**config.mk**
```make
export PLATFORM = sky130hd
export DESIGN_NAME = sisb_top
export DESIGN_NICKNAME = d
export VERILOG_FILES = /design/src/rtl/sisb_pkg.sv /design/src/rtl/sisb_flag_bank.sv /design/src/rtl/sisb_top.sv
export VERILOG_INCLUDE_DIRS = /design/src /design/src/rtl
export SDC_FILE = /design/constraint.sdc
export NUM_CORES = 1
export LEC_CHECK = 0
export BUFFER_PORTS_ARGS = -buffer_cell sky130_fd_sc_hd__buf_2
export CAP_MARGIN = 5
export CORE_MARGIN = 2
export CORE_UTILIZATION = 51
export DETAILED_ROUTE_END_ITERATION = 10
export HOLD_SLACK_MARGIN = 0.03
export PLACE_DENSITY_LB_ADDON = 0.15
export SLEW_MARGIN = 20
export SYNTH_ARGS = -nofsm -noshare
export SYNTH_HDL_FRONTEND = slang
export SYNTH_SLANG_ARGS = --single-unit
export TNS_END_PERCENT = 1
```
**constraint.sdc**
```tcl
create_clock -name sys_clk -period 1.84 [get_ports sys_clk]
set_input_delay 0 -clock sys_clk [delete_from_list [all_inputs] [get_ports sys_clk]]
set_output_delay 0 -clock sys_clk [all_outputs]
set_load 0.01 [all_outputs]
```
**src/rtl/sisb_defs.svh**
```systemverilog
// Purpose: Offsets, bit positions, reset values and timing for the
//          interrupt status bank.
// Assumes: 8-bit registers on an 8-bit address, 200 MHz clock.
// Notes:   Definitions only.
`ifndef SISB_DEFS_SVH
`define SISB_DEFS_SVH

// ****************************************************************
// Register offsets
// ****************************************************************
`define SISB_OFF_GLOBAL      8'h60
`define SISB_OFF_SYS         8'h61
`define SISB_OFF_SUP         8'h62
`define SISB_OFF_TRX         8'h63
`define SISB_OFF_IO0         8'h64
`define SISB_OFF_SYS_MASK    8'h70
`define SISB_OFF_SUP_MASK    8'h71
`define SISB_OFF_TRX_MASK    8'h72
`define SISB_OFF_IO0_MASK    8'h73

// ****************************************************************
// Field positions
// ****************************************************************
`define SISB_SUM_SYS_BIT     0
`define SISB_SUM_SUP_BIT     1
`define SISB_SUM_TRX_BIT     2
`define SISB_SUM_B0W_BIT     3
`define SISB_SUM_B0F_BIT     4
`define SISB_SUM_B1W_BIT     5
`define SISB_SUM_B1F_BIT     6
`define SISB_SYS_WD_BIT      0
`define SISB_SYS_PWRON_BIT   4
`define SISB_SUP_REGCHG_BIT  5
`define SISB_TRX_SILENCE_BIT 4
`define SISB_TRX_LIN2_BIT    3

// ****************************************************************
// Implemented bits, always-enabled sources, reset values
// ****************************************************************
`define SISB_SYS_IMPL        8'h37
`define SISB_SUP_IMPL        8'h3f
`define SISB_TRX_IMPL        8'h3f
`define SISB_IO0_IMPL        8'hff
`define SISB_SYS_ALWAYS      8'h31
`define SISB_FLAGS_RST       8'h00
`define SISB_MASK_RST        8'h00

// ****************************************************************
// Timing
// ****************************************************************
`define SISB_CLK_PERIOD_NS   5
`define SISB_SILENCE_TIME_US 1000

`endif

```
**src/rtl/sisb_pkg.sv**
```systemverilog
// Purpose: Types shared by the interrupt status bank.
// Assumes: Constants come from sisb_defs.svh.
// Notes:   Raw event pulses arrive grouped per status register.
package sisb_pkg;

	// ****************************************************************
	// Register port request
	// ****************************************************************
	typedef struct packed {
		logic [7:0] addr;  // Register offset
		logic [7:0] wdata; // Write data
		logic       wr;    // Write strobe
		logic       rd;    // Read strobe
	} sisb_bus_req_s;

	// ****************************************************************
	// One-cycle event pulses, one per flag position
	// ****************************************************************
	typedef struct packed {
		logic [7:0] sys_evt; // System sources
		logic [7:0] sup_evt; // Supply sources
		logic [7:0] trx_evt; // Transceiver sources
		logic [7:0] io0_evt; // Bank-0 pin edges
	} sisb_events_s;

endpackage : sisb_pkg

```
**src/rtl/sisb_flag_bank.sv**
```systemverilog
// Purpose: Eight sticky flags, set by hardware, cleared by writing one.
// Assumes: set_vec and clr_vec are one-cycle vectors.
// Notes:   Bits outside IMPL are tied to zero.
`timescale 1ns/100ps
module sisb_flag_bank #(
	parameter logic [7:0] IMPL = 8'hff
) (
	input  wire logic       sys_clk, // Clock
	input  wire logic       rst,     // Async reset
	input  wire logic [7:0] set_vec, // Hardware set
	input  wire logic [7:0] clr_vec, // Software clear
	output logic      [7:0] flags    // Flag state
);
	genvar i;

	// ****************************************************************
	// One flop per implemented bit
	// ****************************************************************
	generate
		for (i = 0; i < 8; i = i + 1) begin : g_bit
			if (IMPL[i]) begin : g_impl
				always_ff @(posedge sys_clk or posedge rst) begin
					if (rst)
						flags[i] <= 1'b0;
					else if (set_vec[i])
						flags[i] <= 1'b1;
					else if (clr_vec[i])
						flags[i] <= 1'b0;
				end
			end else begin : g_rsvd
				assign flags[i] = 1'b0;
			end
		end
	endgenerate

endmodule : sisb_flag_bank

```
**src/rtl/sisb_top.sv**
```systemverilog
// Purpose: Pending-flag collection and summary for a basis chip.
// Assumes: Event inputs are one-cycle pulses synchronous to sys_clk.
// Notes:   Enable masks gate the interrupt only, never the flags.
//
// Functional notes
// summary bits 0-2 show system/supply/transceiver pending
// summary bits 3-6 show bank wake/fail pending
// summary register read-only, bit 7 reserved
// system flags at bits 5,4,2,1,0
// supply flags at bits 5..0
// regulator change flag on switcher bit change
// transceiver flags at bits 5..0
// silence flag after bus silent past timeout
// single-LIN build reserves second wake bit
// pin n rising at even, falling odd
// power-on flag on leaving off, unmaskable
// watchdog overflow while pending forces reset
// write one clears; new event sets again
// interrupt while any enabled flag pending
//
// Design decision made here: the strobed register port.
`timescale 1ns/100ps
`include "sisb_defs.svh"
module sisb_top
	import sisb_pkg::*;
#(
	parameter int LIN_COUNT      = 2,
	parameter int SILENCE_CYCLES =
		`SISB_SILENCE_TIME_US * 1000 / `SISB_CLK_PERIOD_NS
) (
	input  wire logic          sys_clk,       // 200 MHz clock
	input  wire logic          rst,           // Async reset, high
	input  wire sisb_bus_req_s bus,           // Register request
	output logic         [7:0] rd_data,       // Read data, next cycle
	input  wire sisb_events_s  events,        // Raw event pulses
	input  wire logic          off_exit,      // Left off state, pulse
	input  wire logic          wd_overflow,   // Watchdog overflow
	input  wire logic          switcher_state_bit, // Regulator state
	input  wire logic          can_bus_silent, // Bus idle level
	input  wire logic          bank0_fail_pend, // Bank-0 fail pending
	input  wire logic          bank1_wake_pend, // Bank-1 wake pending
	input  wire logic          bank1_fail_pend, // Bank-1 fail pending
	output logic               wd_reset_req,  // Reset request pulse
	output logic               irq            // Interrupt level
);

	// ****************************************************************
	// Declarations
	// ****************************************************************
	localparam logic [17:0] SIL_LIM = 18'(SILENCE_CYCLES);
	localparam logic [7:0]  TRX_IMPL = (LIN_COUNT > 1) ?
		`SISB_TRX_IMPL :
		(`SISB_TRX_IMPL & ~(8'h01 << `SISB_TRX_LIN2_BIT));

	logic [7:0]  sys_flags;
	logic [7:0]  sup_flags;
	logic [7:0]  trx_flags;
	logic [7:0]  io0_flags;
	logic [7:0]  sys_set;
	logic [7:0]  sup_set;
	logic [7:0]  trx_set;
	logic [7:0]  io0_set;
	logic [7:0]  sys_clr;
	logic [7:0]  sup_clr;
	logic [7:0]  trx_clr;
	logic [7:0]  io0_clr;
	logic [7:0]  sys_mask_reg;
	logic [7:0]  sup_mask_reg;
	logic [7:0]  trx_mask_reg;
	logic [7:0]  io0_mask_reg;
	logic [7:0]  global_sum;
	logic [7:0]  rd_next;
	logic [7:0]  rd_data_reg;
	logic        sw_prev_reg;
	logic        sw_seen_reg;
	logic        regchg_evt;
	logic [17:0] sil_cnt_reg;
	logic        silence_evt;
	logic        wd_set;
	logic        wd_reset_reg;
	logic        wr_sys;
	logic        wr_sup;
	logic        wr_trx;
	logic        wr_io0;

	// ****************************************************************
	// Write decode
	// ****************************************************************
	assign wr_sys = bus.wr && (bus.addr == `SISB_OFF_SYS);
	assign wr_sup = bus.wr && (bus.addr == `SISB_OFF_SUP);
	assign wr_trx = bus.wr && (bus.addr == `SISB_OFF_TRX);
	assign wr_io0 = bus.wr && (bus.addr == `SISB_OFF_IO0);

	// Writing one clears; zero bits leave the flag alone
	assign sys_clr = wr_sys ? bus.wdata : 8'h00;
	assign sup_clr = wr_sup ? bus.wdata : 8'h00;
	assign trx_clr = wr_trx ? bus.wdata : 8'h00;
	assign io0_clr = wr_io0 ? bus.wdata : 8'h00;

	// ****************************************************************
	// Regulator state change detect
	// ****************************************************************
	// No reference value exists until the first sampled cycle
	always_ff @(posedge sys_clk or posedge rst) begin
		if (rst) begin
			sw_prev_reg <= 1'b0;
			sw_seen_reg <= 1'b0;
		end else begin
			sw_prev_reg <= switcher_state_bit;
			sw_seen_reg <= 1'b1;
		end
	end

	assign regchg_evt = sw_seen_reg &&
		(switcher_state_bit != sw_prev_reg);

	// ****************************************************************
	// Bus silence timer
	// ****************************************************************
	// Counter parks one past the limit so the event fires once per
	// silent stretch
	always_ff @(posedge sys_clk or posedge rst) begin
		if (rst)
			sil_cnt_reg <= 18'h00000;
		else if (!can_bus_silent)
			sil_cnt_reg <= 18'h00000;
		else if (sil_cnt_reg != SIL_LIM + 18'h00001)
			sil_cnt_reg <= sil_cnt_reg + 18'h00001;
	end

	assign silence_evt = can_bus_silent && (sil_cnt_reg == SIL_LIM);

	// ****************************************************************
	// Watchdog escalation
	// ****************************************************************
	// A second overflow while pending does not touch the flag
	assign wd_set = wd_overflow && !sys_flags[`SISB_SYS_WD_BIT];

	always_ff @(posedge sys_clk or posedge rst) begin
		if (rst)
			wd_reset_reg <= 1'b0;
		else
			wd_reset_reg <= wd_overflow &&
				sys_flags[`SISB_SYS_WD_BIT];
	end

	assign wd_reset_req = wd_reset_reg;

	// ****************************************************************
	// Set vectors
	// ****************************************************************
	always_comb begin
		sys_set = events.sys_evt & `SISB_SYS_IMPL;
		sys_set[`SISB_SYS_WD_BIT]    = wd_set;
		sys_set[`SISB_SYS_PWRON_BIT] = off_exit;
		sup_set = events.sup_evt & `SISB_SUP_IMPL;
		sup_set[`SISB_SUP_REGCHG_BIT] = regchg_evt;
		trx_set = events.trx_evt & TRX_IMPL;
		trx_set[`SISB_TRX_SILENCE_BIT] = silence_evt;
		io0_set = events.io0_evt & `SISB_IO0_IMPL;
	end

	// ****************************************************************
	// Flag registers
	// ****************************************************************
	sisb_flag_bank #(
		.IMPL    (`SISB_SYS_IMPL)
	) u_sys (
		.sys_clk (sys_clk),
		.rst     (rst),
		.set_vec (sys_set),
		.clr_vec (sys_clr),
		.flags   (sys_flags)
	);

	sisb_flag_bank #(
		.IMPL    (`SISB_SUP_IMPL)
	) u_sup (
		.sys_clk (sys_clk),
		.rst     (rst),
		.set_vec (sup_set),
		.clr_vec (sup_clr),
		.flags   (sup_flags)
	);

	sisb_flag_bank #(
		.IMPL    (TRX_IMPL)
	) u_trx (
		.sys_clk (sys_clk),
		.rst     (rst),
		.set_vec (trx_set),
		.clr_vec (trx_clr),
		.flags   (trx_flags)
	);

	sisb_flag_bank #(
		.IMPL    (`SISB_IO0_IMPL)
	) u_io0 (
		.sys_clk (sys_clk),
		.rst     (rst),
		.set_vec (io0_set),
		.clr_vec (io0_clr),
		.flags   (io0_flags)
	);

	// ****************************************************************
	// Enable masks
	// ****************************************************************
	// Always-enabled system sources hold no mask bit
	always_ff @(posedge sys_clk or posedge rst) begin
		if (rst) begin
			sys_mask_reg <= `SISB_MASK_RST;
			sup_mask_reg <= `SISB_MASK_RST;
			trx_mask_reg <= `SISB_MASK_RST;
			io0_mask_reg <= `SISB_MASK_RST;
		end else if (bus.wr) begin
			case (bus.addr)
				`SISB_OFF_SYS_MASK: sys_mask_reg <= bus.wdata &
					`SISB_SYS_IMPL & ~`SISB_SYS_ALWAYS;
				`SISB_OFF_SUP_MASK: sup_mask_reg <= bus.wdata &
					`SISB_SUP_IMPL;
				`SISB_OFF_TRX_MASK: trx_mask_reg <= bus.wdata & TRX_IMPL;
				`SISB_OFF_IO0_MASK: io0_mask_reg <= bus.wdata &
					`SISB_IO0_IMPL;
				default: ;
			endcase
		end
	end

	// ****************************************************************
	// Interrupt output
	// ****************************************************************
	assign irq =
		|(sys_flags & (sys_mask_reg | `SISB_SYS_ALWAYS)) |
		|(sup_flags & sup_mask_reg) |
		|(trx_flags & trx_mask_reg) |
		|(io0_flags & io0_mask_reg);

	// ****************************************************************
	// Global summary
	// ****************************************************************
	// Built from flag state and the bank pending inputs; nothing software writes lands here
	always_comb begin
		global_sum = 8'h00;
		global_sum[`SISB_SUM_SYS_BIT] = |sys_flags;
		global_sum[`SISB_SUM_SUP_BIT] = |sup_flags;
		global_sum[`SISB_SUM_TRX_BIT] = |trx_flags;
		global_sum[`SISB_SUM_B0W_BIT] = |io0_flags;
		global_sum[`SISB_SUM_B0F_BIT] = bank0_fail_pend;
		global_sum[`SISB_SUM_B1W_BIT] = bank1_wake_pend;
		global_sum[`SISB_SUM_B1F_BIT] = bank1_fail_pend;
	end

	// ****************************************************************
	// Read path
	// ****************************************************************
	always_comb begin
		case (bus.addr)
			`SISB_OFF_GLOBAL:   rd_next = global_sum;
			`SISB_OFF_SYS:      rd_next = sys_flags;
			`SISB_OFF_SUP:      rd_next = sup_flags;
			`SISB_OFF_TRX:      rd_next = trx_flags;
			`SISB_OFF_IO0:      rd_next = io0_flags;
			`SISB_OFF_SYS_MASK: rd_next = sys_mask_reg;
			`SISB_OFF_SUP_MASK: rd_next = sup_mask_reg;
			`SISB_OFF_TRX_MASK: rd_next = trx_mask_reg;
			`SISB_OFF_IO0_MASK: rd_next = io0_mask_reg;
			default:            rd_next = 8'h00;
		endcase
	end

	// Data stand only in the cycle after the strobe
	always_ff @(posedge sys_clk or posedge rst) begin
		if (rst)
			rd_data_reg <= 8'h00;
		else if (bus.rd)
			rd_data_reg <= rd_next;
		else
			rd_data_reg <= 8'h00;
	end

	assign rd_data = rd_data_reg;
endmodule : sisb_top

```
After elaboration in Yosys (flattened, before gate mapping):

Cells that the tools add are included.

* reductions and logical operators: 46
* eq/ne operators: 13
* bitwise logic cells: 7
* add/sub/neg operators: 1
* multiplexer cells: 58

Operators with widths (count)
* == test 8 x 7 -> 1 bit, second input constant: 9
* case mux 8 bit (9 select lines): 1
* 2-to-1 mux 1 bit: 50
* nonzero test 2 bit: 25
* OR reduction 8 bit: 5
* 2-to-1 mux 18 bit: 2
* adder 18 x 1 -> 18 bit, second input constant: 1
* AND 6 bit: 3
* == test 18 bit, second input constant: 1
* 2-to-1 mux 6 bit: 3
* inequality test 18 bit, second input constant: 1
* 2-to-1 mux 8 bit: 2
* OR reduction 6 bit: 2
* AND 8 bit: 1
* logical AND 1 bit: 8
* AND reduction 2 bit: 4
* OR reduction 5 bit: 1
* OR 1 bit: 3
* inequality test 2 x 1 -> 1 bit, second input constant: 1
* zero test 1 bit: 1
* inequality test 1 bit: 1

* input port bits: 59
* output and inout port bits: 10
* logic and storage cells: 159
* flip-flop bits (word level): 76

Depth between registers and ports, before layout:

* word-level depth: 5
* mapped depth: 6

By module:

Synthesis repeated with hierarchy kept, for this count alone.

* cells, all modules: 436
* area, all modules: 4287.9 um^2

Modules (own cells, without submodules)
* sisb_top: seq. area each 1276.2 um^2, area an instance 3301.9 um^2, cells each 347, instances 1
* sisb_flag_bank at u_sup ...: seq. area each 150.1 um^2, area an instance 240.2 um^2, cells each 22, instances 2
* sisb_flag_bank at u_io0: seq. area each 200.2 um^2, area an instance 294.0 um^2, cells each 25, instances 1
* sisb_flag_bank at u_sys: seq. area each 125.1 um^2, area an instance 211.5 um^2, cells each 20, instances 1

Least setup slack after synthesis:

No wires, ideal clock.

* path type: register -> register
* from: register sil_cnt_reg[2]
* to: register sil_cnt_reg[12]
* setup time: 0.066 ns
* cell stages (with the launch flop): 6
* path slack: 0.402 ns
* arrival: 1.372 ns
* clock period less this slack: 1.438 ns
* cell sequence: dfrtp_1 -> and4_1 -> buf_2 -> nand3_2 -> or4b_1 -> nand2_1

* cells in the longest elaborated chain, start to end: 3

Ends and longest elaborated chain
* from (decl): line sisb_top.sv:77 `logic [17:0] sil_cnt_reg;`
* from (signal assigned): line sisb_top.sv:128 `sil_cnt_reg <= sil_cnt_reg + 18'h00001;`
* adder 18 x 1 -> 18 bit: line sisb_top.sv:128
* 2-to-1 mux 18 bit: line sisb_top.sv:127 `else if (sil_cnt_reg != SIL_LIM + 18'h00001)`
* 2-to-1 mux 18 bit: line sisb_top.sv:125 `else if (!can_bus_silent)`

Several ways; a longest one is shown, not always the timed one. The select of a mux whose other input is x is not followed.
A chain may end at the register's enable or synchronous reset.

Worst setup path in the final report:

* from: input port bus[11] (netlist bit)
* to: register u_sup.flags[0]

* cells in the longest elaborated chain, start to end: 4

Ends and longest elaborated chain
* from (decl): line sisb_top.sv:33 `input wire sisb_bus_req_s bus,`
* == test 8 x 7 -> 1 bit
* logical AND 1 bit: line sisb_top.sv:90 `` assign wr_sup = bus.wr && (bus.addr == `SISB_OFF_SUP); ``
* 2-to-1 mux 6 bit: line sisb_top.sv:96 `assign sup_clr = wr_sup ? bus.wdata : 8'h00;`
* nonzero test 2 bit (no line)
* to (signal, indexed assignment): line sisb_flag_bank.sv:24 `flags[i] <= 1'b0;`
* to (signal, indexed assignment): line sisb_flag_bank.sv:26 `flags[i] <= 1'b1;`
* to (signal, indexed assignment): line sisb_flag_bank.sv:28 `flags[i] <= 1'b0;`
* to (decl): line sisb_flag_bank.sv:12 `output logic [7:0] flags`

No other way between the ends.

==> summary.md <==
| Metric | Value |
|---|---|
| Root buffer cell | clkbuf_8 |
| CP arrival | 1980 ps |
| Chip width | 92.4 um |
| Antenna Nets Post-Route | 0 |
| Routability congestion estimate | 0.902 |
| Hold Crit Start | bus[14] |
| Yosys reg bits | 76 |
| Final min period | 1750 ps |
| Final setup violating endpoints | 0 |
| Synth Cell Area | 3980 um2 |
| Post-Syn Area per Cell | 11.1 um2 |
| Wire length of the first global-routing pass | 17200 um |
| Final hold vios | 0 |
| Hold slack | 86.9 ps |
| CP startpoint kind | primary input |
| Vias in the first global route | 3266 |
| Min-Delay Path Class | in -> reg |
| Crit. End Element | flip-flop |
| CTS Sinks | 76 |
| Overall Power | 3550 uW |
| Synth top area cells | dfrtp_1 (48%), mux2_2 (7.3%), a21o_1 (4.1%) |
| YS warnings | 0 |
| Fin nets | 550 |
| Initial antenna violation count | 0 |
| Num CTS Buffers | 9 |
| Port Buf Inserts | 57 |
| Die ar. | 8530 um2 |
| Largest area contributor in the netlist | dfrtp_1 |
| Crit share post-route | 94.9% |
| Rows | 32 |
| DP Worst Slack | 242 ps |
| TritonCTS clock tree | built |
| Vias per cell | 5.73 |
| Required time of the worst setup path | 2080 ps |
| Routed met2 length | 4530 um |
| Total global routing track utilization | 26.5% |
| Wirelength per Cell | 17.7 um |
| Sequential area share after synthesis | 47.7% |
| Number of flip-flops in the largest register | 18 |
| Remaining DRCs | 0 |
| Max IR drop VDD | 0.427 mV |
| Syn Inst Count | 358 |
| Clock-pin slew on the worst setup and hold paths | 90 ps |
| Fillers | 613 |
| Layout cells sized above 1 | 27.4% |
| Total grt overflow | 0 |
| Initial core utilization | 52.1% |
| Pin count of the biggest net entering global routing | 35 |
| Final design utilization | 68.8% |
| N_diodes | 0 |
| Uppermost layer routed | met4 |
| Final Cell Area | 5260 um2 |
| Status | finished clean |
| EDFF count, synth | 0 |
| Ys flop type | dfrtp_1 |
| Post-synthesis cell type count | 65 |
| H-Tree Depth | 3 |
| Maximum operating frequency | 573 MHz |
| Slew Limit Fails | 0 |
| Max cap viols | 0 |
| Clock Latency Late Sink | 360 ps |
| Final wirelength | 10500 um |
| Pwr Density | 675 nW/um2 |
| P&R area growth vs syn | 32.1% |
| Max Clock Skew | 12.2 ps |
| DR pass1 iterations | 5 |
| HPWL Detailed | 7250 um |
| Deepest clock path buffer count | 2 |
| # IOs | 69 |
| Leakage | 0.00216 uW |
| Post-synthesis net count | 420 |
| Post-synth top area share | 47.7% |
| Met3 routed WL | 867 um |
| Area of the core | 7650 um2 |
| Ys async rst share | 100% |
| Worst Path Max Fanout | 13 |
| CP Class | in -> reg |
| FF-to-FF Start | sil_cnt_reg[7] |
| Via Count | 3412 |
| Dpl cell area | 4470 um2 |
| Unrepaired setup endpoints after global routing | true |
| Initial DRC count | 226 |
| M1 wire length | 4750 um |
| Setup WS post-layout | 93.8 ps |
| Die Span Y | 92.4 um |
| CP Launch Point | bus[11] |
-- logic make-up (layout without fill, tap and decap cells) --
group	count (synthesis)	after routing	synth area share [%]
other	1	1	0.0941
AND/OR/NAND/NOR	142	142	22.7
AO/OA/AOI/OAI	67	67	12.1
multiplexers	37	37	11.1
buffers and inverters	20	155	2.73
flip-flops	76	76	47.7
adder cells (fa/ha/maj)	3	3	0.942
XOR/XNOR	12	12	2.64
-- layout make-up --
cell class / instances / area, um2 / share of cell area (%)
sequential: 76 / 1900 / 36.1
clock inverter: 6 / 86.3 / 1.64
multi-input combinational: 262 / 1970 / 37.5
inverter: 7 / 30.0 / 0.571
tap: 102 / 128 / 2.43
timing repair buffer: 132 / 1010 / 19.1
clock buffer: 10 / 138 / 2.62
-- worst max-delay path: stages --
cell           delay, ps
clkbuf_4             210
or3b_4               480
nor4_4               250
buf_4                240
nand2_1               70
a21o_1               180
dlygate4sd3_1        550
-- report_power, final --
group          leakage (uW)  internal (uW)  switching [uW]
Clock              0.000113            801             648
Sequential         0.000923           1700            30.8
Combinational       0.00112            186             184
-- cells in the final DEF, fill, tap and decap left out, types with 4 or more instances in the layout --
| cell | count |
|---|---|
| a211oi_1 | 4 |
| a21o_1 | 22 |
| a21oi_1 | 8 |
| a22oi_1 | 9 |
| and2_1 | 14 |
| and3b_1 | 4 |
| buf_2 | 55 |
| buf_4 | 18 |
| clkbuf_8 | 10 |
| dfrtp_1 | 76 |
| dlygate4sd3_1 | 56 |
| inv_1 | 5 |
| mux2_2 | 26 |
| mux2i_1 | 8 |
| nand2_1 | 40 |
| nand3_1 | 13 |
| nand3b_1 | 6 |
| nand4_1 | 11 |
| nor2_1 | 8 |
| nor3_1 | 6 |
| nor4_1 | 6 |
| o21ai_0 | 4 |
| xnor2_1 | 9 |
-- metrics by stage --
stage / cells / TNS [ps]
after detailed placement: 523 / 0
after global routing: 595 / -1.10
after global placement: 523 / 0
after CTS: 595 / 0
after floorplan: 358 / 0
final: 595 / 0
-- cells in the mapped netlist (5+ instances only) --
master / number
nor2_1: 8
nor3_1: 6
mux2_2: 26
nand3b_1: 6
mux2i_1: 8
buf_2: 5
dfrtp_1: 76
nor4_1: 6
xnor2_1: 9
a21o_1: 22
nand4_1: 11
a21oi_1: 8
a22oi_1: 9
nand3_1: 13
inv_1: 6
and2_1: 14
nand2_1: 40
-- routing by layer --
layer,up-vias,global-route usage [%]
met2,152,38.4
met1,1651,37.7
met4,0,13.7
met3,25,5.37
li1,1584,-
met5,-,0
-- worst paths after layout --
path | depth (start not counted) | slack, ps | to
worst max-delay path | 7 | 90 | u_sup.flags[0]
worst min-delay path | 3 | 90 | rd_data[6]
worst max register to register | 4 | 190 | sil_cnt_reg[1]
worst min register to register | 1 | 470 | u_sup.flags[5]
max in group asynchronous | 4 | 1140 | u_io0.flags[3]
min in group asynchronous | 3 | 170 | u_sup.flags[5]
-- timing repair --
action | 4_1_cts | 5_1_grt
hold buffers | 56 | 0
resized for setup | 0 | 2
hold endpoints to repair | 131 | 0
endpoints found under the setup margin | 0 | 8
buffers inserted | 0 | 0
Power figures use the tool's default switching activity.
